--- config.mk ---
export PLATFORM = sky130hd
export DESIGN_NAME = stop_group_status_command
export DESIGN_NICKNAME = d
export VERILOG_FILES = /design/src/pkg/stop_group_pkg.sv /design/src/core/pin_sync.sv /design/src/core/stop_group_status_command.sv
export VERILOG_INCLUDE_DIRS = /design/src /design/src/pkg
export SDC_FILE = /design/constraint.sdc
export NUM_CORES = 1
export LEC_CHECK = 0
export ABC_AREA = 1
export BUFFER_PORTS_ARGS = -buffer_cell sky130_fd_sc_hd__buf_2
export CORE_AREA = 2 2 129 131
export CTS_BUF_LIST = sky130_fd_sc_hd__clkbuf_8 sky130_fd_sc_hd__clkbuf_16
export DETAILED_ROUTE_END_ITERATION = 12
export DIE_AREA = 0 0 131 133
export PLACE_DENSITY_LB_ADDON = 0.3
export SYNTH_ARGS = -nofsm -noshare
export SYNTH_HDL_FRONTEND = slang
export SYNTH_HIERARCHICAL = 1
export SYNTH_SLANG_ARGS = --single-unit
--- constraint.sdc ---
create_clock -name clk_sys -period 2 [get_ports clk_sys]
set_clock_uncertainty 0.15 [all_clocks]
set_input_delay 0.3 -clock clk_sys [delete_from_list [all_inputs] [get_ports clk_sys]]
set_output_delay 0.3 -clock clk_sys [all_outputs]
set_load 0.005 [all_outputs]
--- src/pkg/stop_group_cfg.svh ---
/*
 * Offsets, field positions, reset values and timing counts of the stop-group
 * register bank. Assumes inclusion by bare name from the design files.
 */
`ifndef STOP_GROUP_CFG_SVH
`define STOP_GROUP_CFG_SVH

// ============================================================
// Register indices on the shared internal register port
`define STATUS_REG_IDX 1'b0
`define COMMAND_REG_IDX 1'b1

// ============================================================
// Stop-status bit positions
`define ST_HW_BUTTON_BIT 5
`define ST_ETH_LOST_BIT 6
`define ST_CTRL_LOST_BIT 7
`define ST_LEFT_BTN_BIT 8
`define ST_RIGHT_BTN_BIT 9
`define ST_CTRL_STOP_BIT 10
`define ST_USED_MASK 16'h07E0

// ============================================================
// Command values and reset values
`define CMD_IDLE 16'h0000
`define CMD_STOP 16'h0001
`define CMD_START 16'h0002
`define STATUS_RST 16'h0000
`define COMMAND_RST 16'h0000

// ============================================================
// Timing
`define CLK_HZ 64'd25_000_000
`define POLL_SILENT_MS 64'd100
`define MS_PER_S 64'd1000

`endif

--- src/pkg/stop_group_pkg.sv ---
/*
 * Types of the stop-group register bank: protocol codes, start handshake
 * states and the register word. Assumes no surroundings.
 */
package stop_group_pkg;

	// ============================================================
	// Types
	typedef logic [15:0] word_t;

	typedef enum logic [1:0] {
		PROTO_MODBUS = 2'b00,
		PROTO_EIP = 2'b01,
		PROTO_PNIO = 2'b10,
		PROTO_NONE = 2'b11
	} proto_e;

	typedef enum logic [1:0] {
		START_IDLE = 2'b00,
		START_FIRE = 2'b01,
		START_HOLD = 2'b11
	} start_state_e;

endpackage : stop_group_pkg

--- src/core/pin_sync.sv ---
/*
 * Two-flop synchroniser for a group of pin levels.
 * Assumes pins are asynchronous levels; freezes while ce is low.
 */
`timescale 1ns/1ps

module pin_sync #(
	parameter int WIDTH = 1
) (
	// Clock and control
	input wire logic clk_sys,
	input wire logic rst_n,
	input wire logic ce,
	// Data
	input wire logic [WIDTH-1:0] d,
	output logic [WIDTH-1:0] q
);

	logic [WIDTH-1:0] meta;
	logic [WIDTH-1:0] next_meta;
	logic [WIDTH-1:0] next_q;

	always_comb begin
		next_meta = ce ? d : meta;
		next_q = ce ? meta : q;
	end

	always_ff @(posedge clk_sys) begin
		if (!rst_n) begin
			meta <= '0;
			q <= '0;
		end else begin
			meta <= next_meta;
			q <= next_q;
		end
	end

endmodule : pin_sync

--- src/core/stop_group_status_command.sv ---
/*
 * Stop-group status and command register bank of a conveyor module.
 * Assumes a protocol engine that presents register reads and writes from
 * any fieldbus on one shared port, and pulses poll_seen on each assembly poll.
 */
//
// Operation
// - Bit 5 set while a hardwired stop button in the group is pressed.
// - Bit 6 set when stop is due to lost Ethernet; zero when fine.
// - Bit 7 set when stop is due to lost controller connection.
// - Bit 8 set while local left-port stop button is pressed.
// - Bit 9 set while local right-port stop button is pressed.
// - Bit 10 set while the controller commands a stop.
// - Status word zero means no stop is active in the group.
// - Status bits are independent flags, same meaning for every protocol.
// - Command 1 stops the whole group and sets bit 10.
// - Command 2 issues a group start at the proper step.
// - All protocols reach one shared set of 16-bit registers.
// - Access accepted over Modbus TCP, Profinet I/O and EtherNet/IP.
// - Status is read-side, command write-side; both 16 bits wide.
// - Assembly polling silent over 100 ms after a first poll raises a stop.
`timescale 1ns/1ps
`include "stop_group_cfg.svh"

module stop_group_status_command #(
	parameter int unsigned POLL_SILENT_CYCLES =
		32'((`POLL_SILENT_MS * `CLK_HZ) / `MS_PER_S)
) (
	// Clock and control
	input wire logic clk_sys,
	input wire logic rst_n,
	input wire logic ce,
	// Shared register port
	input wire stop_group_pkg::proto_e acc_proto,
	input wire logic acc_idx,
	input wire logic acc_wr,
	input wire logic acc_rd,
	input wire stop_group_pkg::word_t acc_wdata,
	output stop_group_pkg::word_t acc_rdata,
	output logic acc_ack,
	output logic acc_err,
	// Stop sources
	input wire logic hw_stop_pin,
	input wire logic left_stop_pin,
	input wire logic right_stop_pin,
	input wire logic eth_link_ok_pin,
	input wire logic eip_conn_lost,
	input wire logic pnio_conn_lost,
	input wire logic poll_seen,
	// Group control
	output logic group_stop,
	output logic group_start
);
	import stop_group_pkg::*;

	// ============================================================
	// Pin synchronisation
	logic [3:0] pins_s;
	logic hw_stop_s;
	logic left_s;
	logic right_s;
	logic eth_ok_s;

	pin_sync #(.WIDTH(4)) u_pin_sync (
		.clk_sys(clk_sys),
		.rst_n(rst_n),
		.ce(ce),
		.d({hw_stop_pin, left_stop_pin, right_stop_pin, eth_link_ok_pin}),
		.q(pins_s)
	);

	assign hw_stop_s = pins_s[3];
	assign left_s = pins_s[2];
	assign right_s = pins_s[1];
	assign eth_ok_s = pins_s[0];

	// ============================================================
	// Register port
	word_t command;
	word_t status;
	word_t next_command;
	word_t next_rdata;
	logic next_ack;
	logic next_err;
	logic acc_ok;
	logic cmd_valid;

	always_comb begin
		acc_ok = (acc_proto != PROTO_NONE) && (acc_wr || acc_rd);
		cmd_valid = (acc_wdata == `CMD_IDLE) || (acc_wdata == `CMD_STOP) ||
			(acc_wdata == `CMD_START);
		next_command = command;
		next_rdata = `STATUS_RST;
		next_ack = 1'b0;
		next_err = 1'b0;
		if (ce && acc_ok) begin
			next_ack = 1'b1;
			if (acc_wr) begin
				// Status is read-only; only known command values are kept
				if (acc_idx == `COMMAND_REG_IDX && cmd_valid) begin
					next_command = acc_wdata;
				end else begin
					next_err = 1'b1;
				end
			end else if (acc_idx == `STATUS_REG_IDX) begin
				next_rdata = status;
			end else begin
				next_err = 1'b1;
			end
		end else if (!ce) begin
			next_rdata = acc_rdata;
			next_ack = acc_ack;
			next_err = acc_err;
		end
	end

	always_ff @(posedge clk_sys) begin
		if (!rst_n) begin
			command <= `COMMAND_RST;
			acc_rdata <= `STATUS_RST;
			acc_ack <= 1'b0;
			acc_err <= 1'b0;
		end else begin
			command <= next_command;
			acc_rdata <= next_rdata;
			acc_ack <= next_ack;
			acc_err <= next_err;
		end
	end

	// ============================================================
	// Poll silence watchdog
	logic [31:0] silent_cnt;
	logic poll_armed;
	logic poll_lost;
	logic [31:0] next_silent_cnt;
	logic next_poll_armed;
	logic next_poll_lost;

	always_comb begin
		next_silent_cnt = silent_cnt;
		next_poll_armed = poll_armed;
		next_poll_lost = poll_lost;
		if (ce) begin
			if (poll_seen) begin
				next_silent_cnt = 32'h0000_0000;
				next_poll_armed = 1'b1;
				next_poll_lost = 1'b0;
			end else if (poll_armed && !poll_lost) begin
				if (silent_cnt >= POLL_SILENT_CYCLES) begin
					next_poll_lost = 1'b1;
				end else begin
					next_silent_cnt = silent_cnt + 32'h0000_0001;
				end
			end
		end
	end

	always_ff @(posedge clk_sys) begin
		if (!rst_n) begin
			silent_cnt <= 32'h0000_0000;
			poll_armed <= 1'b0;
			poll_lost <= 1'b0;
		end else begin
			silent_cnt <= next_silent_cnt;
			poll_armed <= next_poll_armed;
			poll_lost <= next_poll_lost;
		end
	end

	// ============================================================
	// Stop status word
	word_t next_status;

	always_comb begin
		next_status = `STATUS_RST;
		next_status[`ST_HW_BUTTON_BIT] = hw_stop_s;
		next_status[`ST_ETH_LOST_BIT] = !eth_ok_s;
		next_status[`ST_CTRL_LOST_BIT] = poll_lost || eip_conn_lost || pnio_conn_lost;
		next_status[`ST_LEFT_BTN_BIT] = left_s;
		next_status[`ST_RIGHT_BTN_BIT] = right_s;
		next_status[`ST_CTRL_STOP_BIT] = (command == `CMD_STOP);
		if (!ce) begin
			next_status = status;
		end
	end

	always_ff @(posedge clk_sys) begin
		if (!rst_n) begin
			status <= `STATUS_RST;
		end else begin
			status <= next_status;
		end
	end

	// ============================================================
	// Group stop and start handshake
	start_state_e start_state;
	start_state_e next_start_state;
	logic next_group_stop;
	logic next_group_start;

	always_comb begin
		next_start_state = start_state;
		next_group_stop = group_stop;
		next_group_start = group_start;
		if (ce) begin
			next_group_stop = (status != `STATUS_RST);
			next_group_start = 1'b0;
			unique case (start_state)
				START_IDLE: begin
					// Start only acts on a clean group
					if (command == `CMD_START && status == `STATUS_RST) begin
						next_start_state = START_FIRE;
						next_group_start = 1'b1;
					end
				end
				START_FIRE: begin
					next_start_state = START_HOLD;
				end
				START_HOLD: begin
					// Re-arm only after the start value is withdrawn
					if (command != `CMD_START) begin
						next_start_state = START_IDLE;
					end
				end
				default: begin
					next_start_state = START_IDLE;
				end
			endcase
		end
	end

	always_ff @(posedge clk_sys) begin
		if (!rst_n) begin
			start_state <= START_IDLE;
			group_stop <= 1'b0;
			group_start <= 1'b0;
		end else begin
			start_state <= next_start_state;
			group_stop <= next_group_stop;
			group_start <= next_group_start;
		end
	end
endmodule : stop_group_status_command

; ---- Yosys cells after proc, flatten, opt, wreduce, memory -nomap -nowiden
; Cells that the tools add are included.
[classes]
n_addsub = 1
order_cmp = 1
eq_ne = 11
n_mux = 21
reduce_logical = 24
[ops]
columns = operator, n
row1 = 32-bit two-way mux, 3
row2 = 32-bit by 1-bit adder with 32-bit output (second input constant), 1
row3 = 16-bit by 1-bit equality test with 1-bit output (second input constant), 2
row4 = 16-bit by 2-bit equality test with 1-bit output (second input constant), 2
row5 = 32-bit by 22-bit greater-or-equal comparator with 1-bit output (second input constant), 1
row6 = 16-bit logical NOT, 2
row7 = 16-bit two-way mux, 2
row8 = 11-bit two-way mux, 2
row9 = 16-bit by 2-bit != test with 1-bit output (second input constant), 1
row10 = 16-bit nonzero test, 1
row11 = 3-bit AND reduction, 4
row12 = 1-bit two-way mux, 11
row13 = 2-bit != test (second input constant), 4
row14 = 2-bit case mux with 3 select lines, 1
row15 = 2-bit nonzero test, 3
row16 = 1-bit logical AND, 5
row17 = 1-bit logical OR, 5
row18 = 2-bit two-way mux, 2
row19 = 2-bit by 1-bit equality test with 1-bit output (second input constant), 1
row20 = 2-bit equality test (second input constant), 1
row21 = 1-bit logical NOT, 2
row22 = 2-bit logical NOT, 1
row23 = 2-bit AND reduction, 1
[totals]
regBits = 86
inputBits = 31

; ---- Depth between registers and ports, before layout
[logic_depth]
word_depth = 7
mapped_depth = 11
mapped_depth_nobuf = 11

; ---- By module
; Netlist, hierarchy kept.
[modules_own_cells]
columns = mod, n_inst, cells_per_inst, area_per_inst_um2
row1 = stop_group_status_command, 1, 529, 3552.2
row2 = pin_sync, 1, 51, 356.6

; ---- Least setup slack after synthesis
; Ideal clock, no wire load.
[synth_path]
path_kind = reg2reg
startpoint = reg silent_cnt[0]
endpoint = reg silent_cnt[16]
arrival_time_ps = 1345
required_ps = 1715
slack_ps = 371
stages_incl_launch_ff = 10
period_less_slack_ps = 1629
cell_sequence = dfxtp_1 ha_1 nand2_1 nor2_1 nand2_1 nor2_1 xor2_1 nor2_1 nand2_2 a21oi_2
[synth_between]
elab_chain_len = 4
[synth_rtl]
columns = element, line
row1 = "start, declared", stop_group_status_command.sv:133  ; logic [31:0] silent_cnt;
row2 = "start signal, assigned", stop_group_status_command.sv:165  ; silent_cnt <= next_silent_cnt;
row3 = 32-bit by 1-bit adder with 32-bit output, stop_group_status_command.sv:153  ; next_silent_cnt = silent_cnt + 32'h0000_0001;
row4 = 32-bit two-way mux, stop_group_status_command.sv:150  ; if (silent_cnt >= POLL_SILENT_CYCLES) begin
row5 = 32-bit two-way mux, stop_group_status_command.sv:149  ; end else if (poll_armed && !poll_lost) begin
row6 = 32-bit two-way mux, stop_group_status_command.sv:145  ; if (poll_seen) begin
; Parallel ways exist; a longest one is shown, timed or not. The select of a mux whose other input is x is not followed.
; A chain may end at the register's enable or synchronous reset.

; ---- Final worst setup path
; Same ends and word-level chain as after synthesis.

==> results.ini <==
[setup_path]
crit_family = simple AND/OR/NAND/NOR gates
crit_required_ps = 2050
cp_slowest_stage_delay_ps = 380
ff2ff_setup_slack_ps = 180
crit_top_cell = nor2_1
critPathArrivalTime_ps = 1870
critPathCaptureType = flop
worst-path-max-fanout = 5
critPathKind = flop to flop
crit_chain = ha_1 -> nand2_1 -> nor2_1 -> nand2_1 -> nor2_1 -> xor2_1 -> nor2_1 -> nand2_2 -> a21oi_2
cp-start-kind = flop
path_buf_inv = 0
rr_endpoint = silent_cnt[16]$_SDFFE_PN0P_
crit_path_top_delay_cell = dfxtp_1
reg2reg_from = silent_cnt[0]$_SDFFE_PN0P_
r2r_cells = 9

[cts]
clockRootBuffer = clkbuf_16
clock_latency_ps = 340
numCtsBuffers = 9
clock-sinks = 76
cts_setup_buffers = 0
cts-resized-gates = 0
clockBufferDepth = 2
postCtsHoldBufs = 0
htreeDepth = 3
clk_pin_slew_ps = 60
tritoncts = built

[global_route]
grt_pass1_wl_mm = 14.4
antenna_found_initial = 0
grtUsageTotal = 0.103
grt_overflow = 0
grt_pass1_vias = 3067
grt_max_degree = 41

[min_path]
hold_end = status[7]$_SDFFE_PN0P_
hold_class = primary input to flop
hold_depth = 3
hold_start = pnio_conn_lost

[final_layout]
finalNonFillerCells = 847
synthToLayoutAreaGrowth_pct = 18.4
nets = 656
regArea_um2 = 1520
multi_input_area_um2 = 1960
nFillCells = 1804
antenna_cells = 0
fin_area_um2 = 4630
fin_util = 0.286
drive_above_1_share = 0.172

[pwr]
vdd_drop_max_uv = 397
p_leak_nw = 2.00
fin_total_pwr_mw = 3.59
power_per_cell_area_nw_per_um2 = 776

[route]
via_per_inst = 4.07
drc = 0
ant_nets = 0
num_vias = 3445
drt_iter0_markers = 125
first_pass_iters = 4
wl_per_cell_um = 10.1
totalWireLength_mm = 8.58

[synth]
yosys-top-cells-area = dfxtp_1 (39%), nand2_1 (13%), nor2_1 (12%), nand3_1 (5.9%), inv_1 (5.8%)
synth_top_area_cell = dfxtp_1
yosysSeqAreaShare = 0.389
syn_area_um2 = 3910
yosys_warnings = 6
synthCells = 580
yosysTopAreaCellShare = 0.389
synth_seq_cells = 76
ys_types = 33
syn_area_per_cell_um2 = 6.74

[sta]
max_freq_mhz = 549
timing.final.hold_violations = 0
tightestPinTransition_ps = 517
setup_viol = 0
finalSetupTns_ps = 0
min_period_over_period = 0.911
rsz0062_at_grt = no
drv_slew = 0
slew_headroom = 0.655
timing.final.ws_setup_ps = 178
fin_crit_ps = 1820
hold_slack_ps = 38.1

[floorplan]
start_util = 0.242
coreArea_um2 = 16200
num_rows = 47
design.portCount = 51
die_w_um = 131
die_area_um2 = 17400
die_h_um = 133

[placement]
hpwl_mm = 5.97
dpl_cell_area_um2 = 4310
place_ws_ps = 209
dp.cells = 832
numPortBuffers = 40
gp_congestion = 0.843

[status]
status = finished clean

[flow_run]
maxCapViolCount = 0

how the worst max path moves through the flow:
stage	start	end	slack, ps	depth (start not counted)
detailed placement	silent_cnt[0]$_SDFFE_PN0P_	silent_cnt[16]$_SDFFE_PN0P_	210	9
finish	silent_cnt[0]$_SDFFE_PN0P_	silent_cnt[16]$_SDFFE_PN0P_	180	9
CTS	silent_cnt[0]$_SDFFE_PN0P_	silent_cnt[16]$_SDFFE_PN0P_	190	9
global route	silent_cnt[0]$_SDFFE_PN0P_	silent_cnt[10]$_SDFFE_PN0P_	20	9
floorplan	silent_cnt[0]$_SDFFE_PN0P_	silent_cnt[16]$_SDFFE_PN0P_	370	9
global placement	silent_cnt[0]$_SDFFE_PN0P_	silent_cnt[15]$_SDFFE_PN0P_	240	8
worst min-delay path, cell delays in order:
cell	delay [ps]
buf_2	80
nor4_1	30
nor2_1	70
per-layer routing:
metal / GRT usage / share of wire
met1: 0.143 / 0.51
met2: 0.157 / 0.44
met3: 0.0259 / 0.040
met4: 0.0301 / 0.010
met5: 0 / 0
logic make-up after synthesis:
kind of cell / Yosys count / share of synthesized area
AO/OA/AOI/OAI: 46 / 0.0685
XOR/XNOR: 10 / 0.0224
adder cells (fa/ha/maj): 2 / 0.00640
buffers and inverters: 95 / 0.118
flip-flops: 76 / 0.389
other: 1 / 0.000959
AND/OR/NAND/NOR: 350 / 0.395
final cells by class:
cell class	count	area share
multi-input combinational	418	0.424
clock inverter	5	0.0168
tap	220	0.0595
inverter	65	0.0527
clock buffer	10	0.0516
sequential	76	0.329
timing repair buffer	53	0.0670
cells in the mapped netlist, drive strengths merged:
cell type and instances:
o21ai 10, nand2 150, or2 1, clkinv 1, conb 1, a21oi 33
xor2 9, xnor2 1, nand3b 3, and3 1, inv 64, o211ai 3
nor3 16, dfxtp 76, ha 2, nor4 1, nand3 48, clkbuf 10
nor2 128, nand4 2, buf 20
power breakdown:
part           internal (mW)  total [mW]  leakage, nW  switching [mW]
logic                 0.0994       0.271         1.22           0.172
registers               1.55        1.58        0.618          0.0287
clock network           1.11        1.74        0.160           0.624
total                   2.77        3.59         2.00           0.824
placed cells by master (no fill, tap or decap), drive strengths merged:
master,netlist,final
nand2,150,150
nor2,128,128
dfxtp,76,76
inv,64,65
buf,20,53
nand3,48,48
a21oi,33,33
nor3,16,16
o21ai,10,10
conb,1,10
clkbuf,10,10
xor2,9,9
o211ai,3,3
nand3b,3,3
clkinv,1,3
nand4,2,2
ha,2,2
bufinv,0,2
or2,1,1
nor4,1,1
and3,1,1
xnor2,1,1
registers in the layout, indices dropped and copies added (netlist names):
signal,count
u_pin_sync/meta,4
u_pin_sync/q,4
start_state,2
command,16
group_stop,1
silent_cnt,32
poll_lost,1
status,6
poll_armed,1
acc_rdata,6
group_start,1
acc_err,1
acc_ack,1
(Power assumes the default switching activity.)
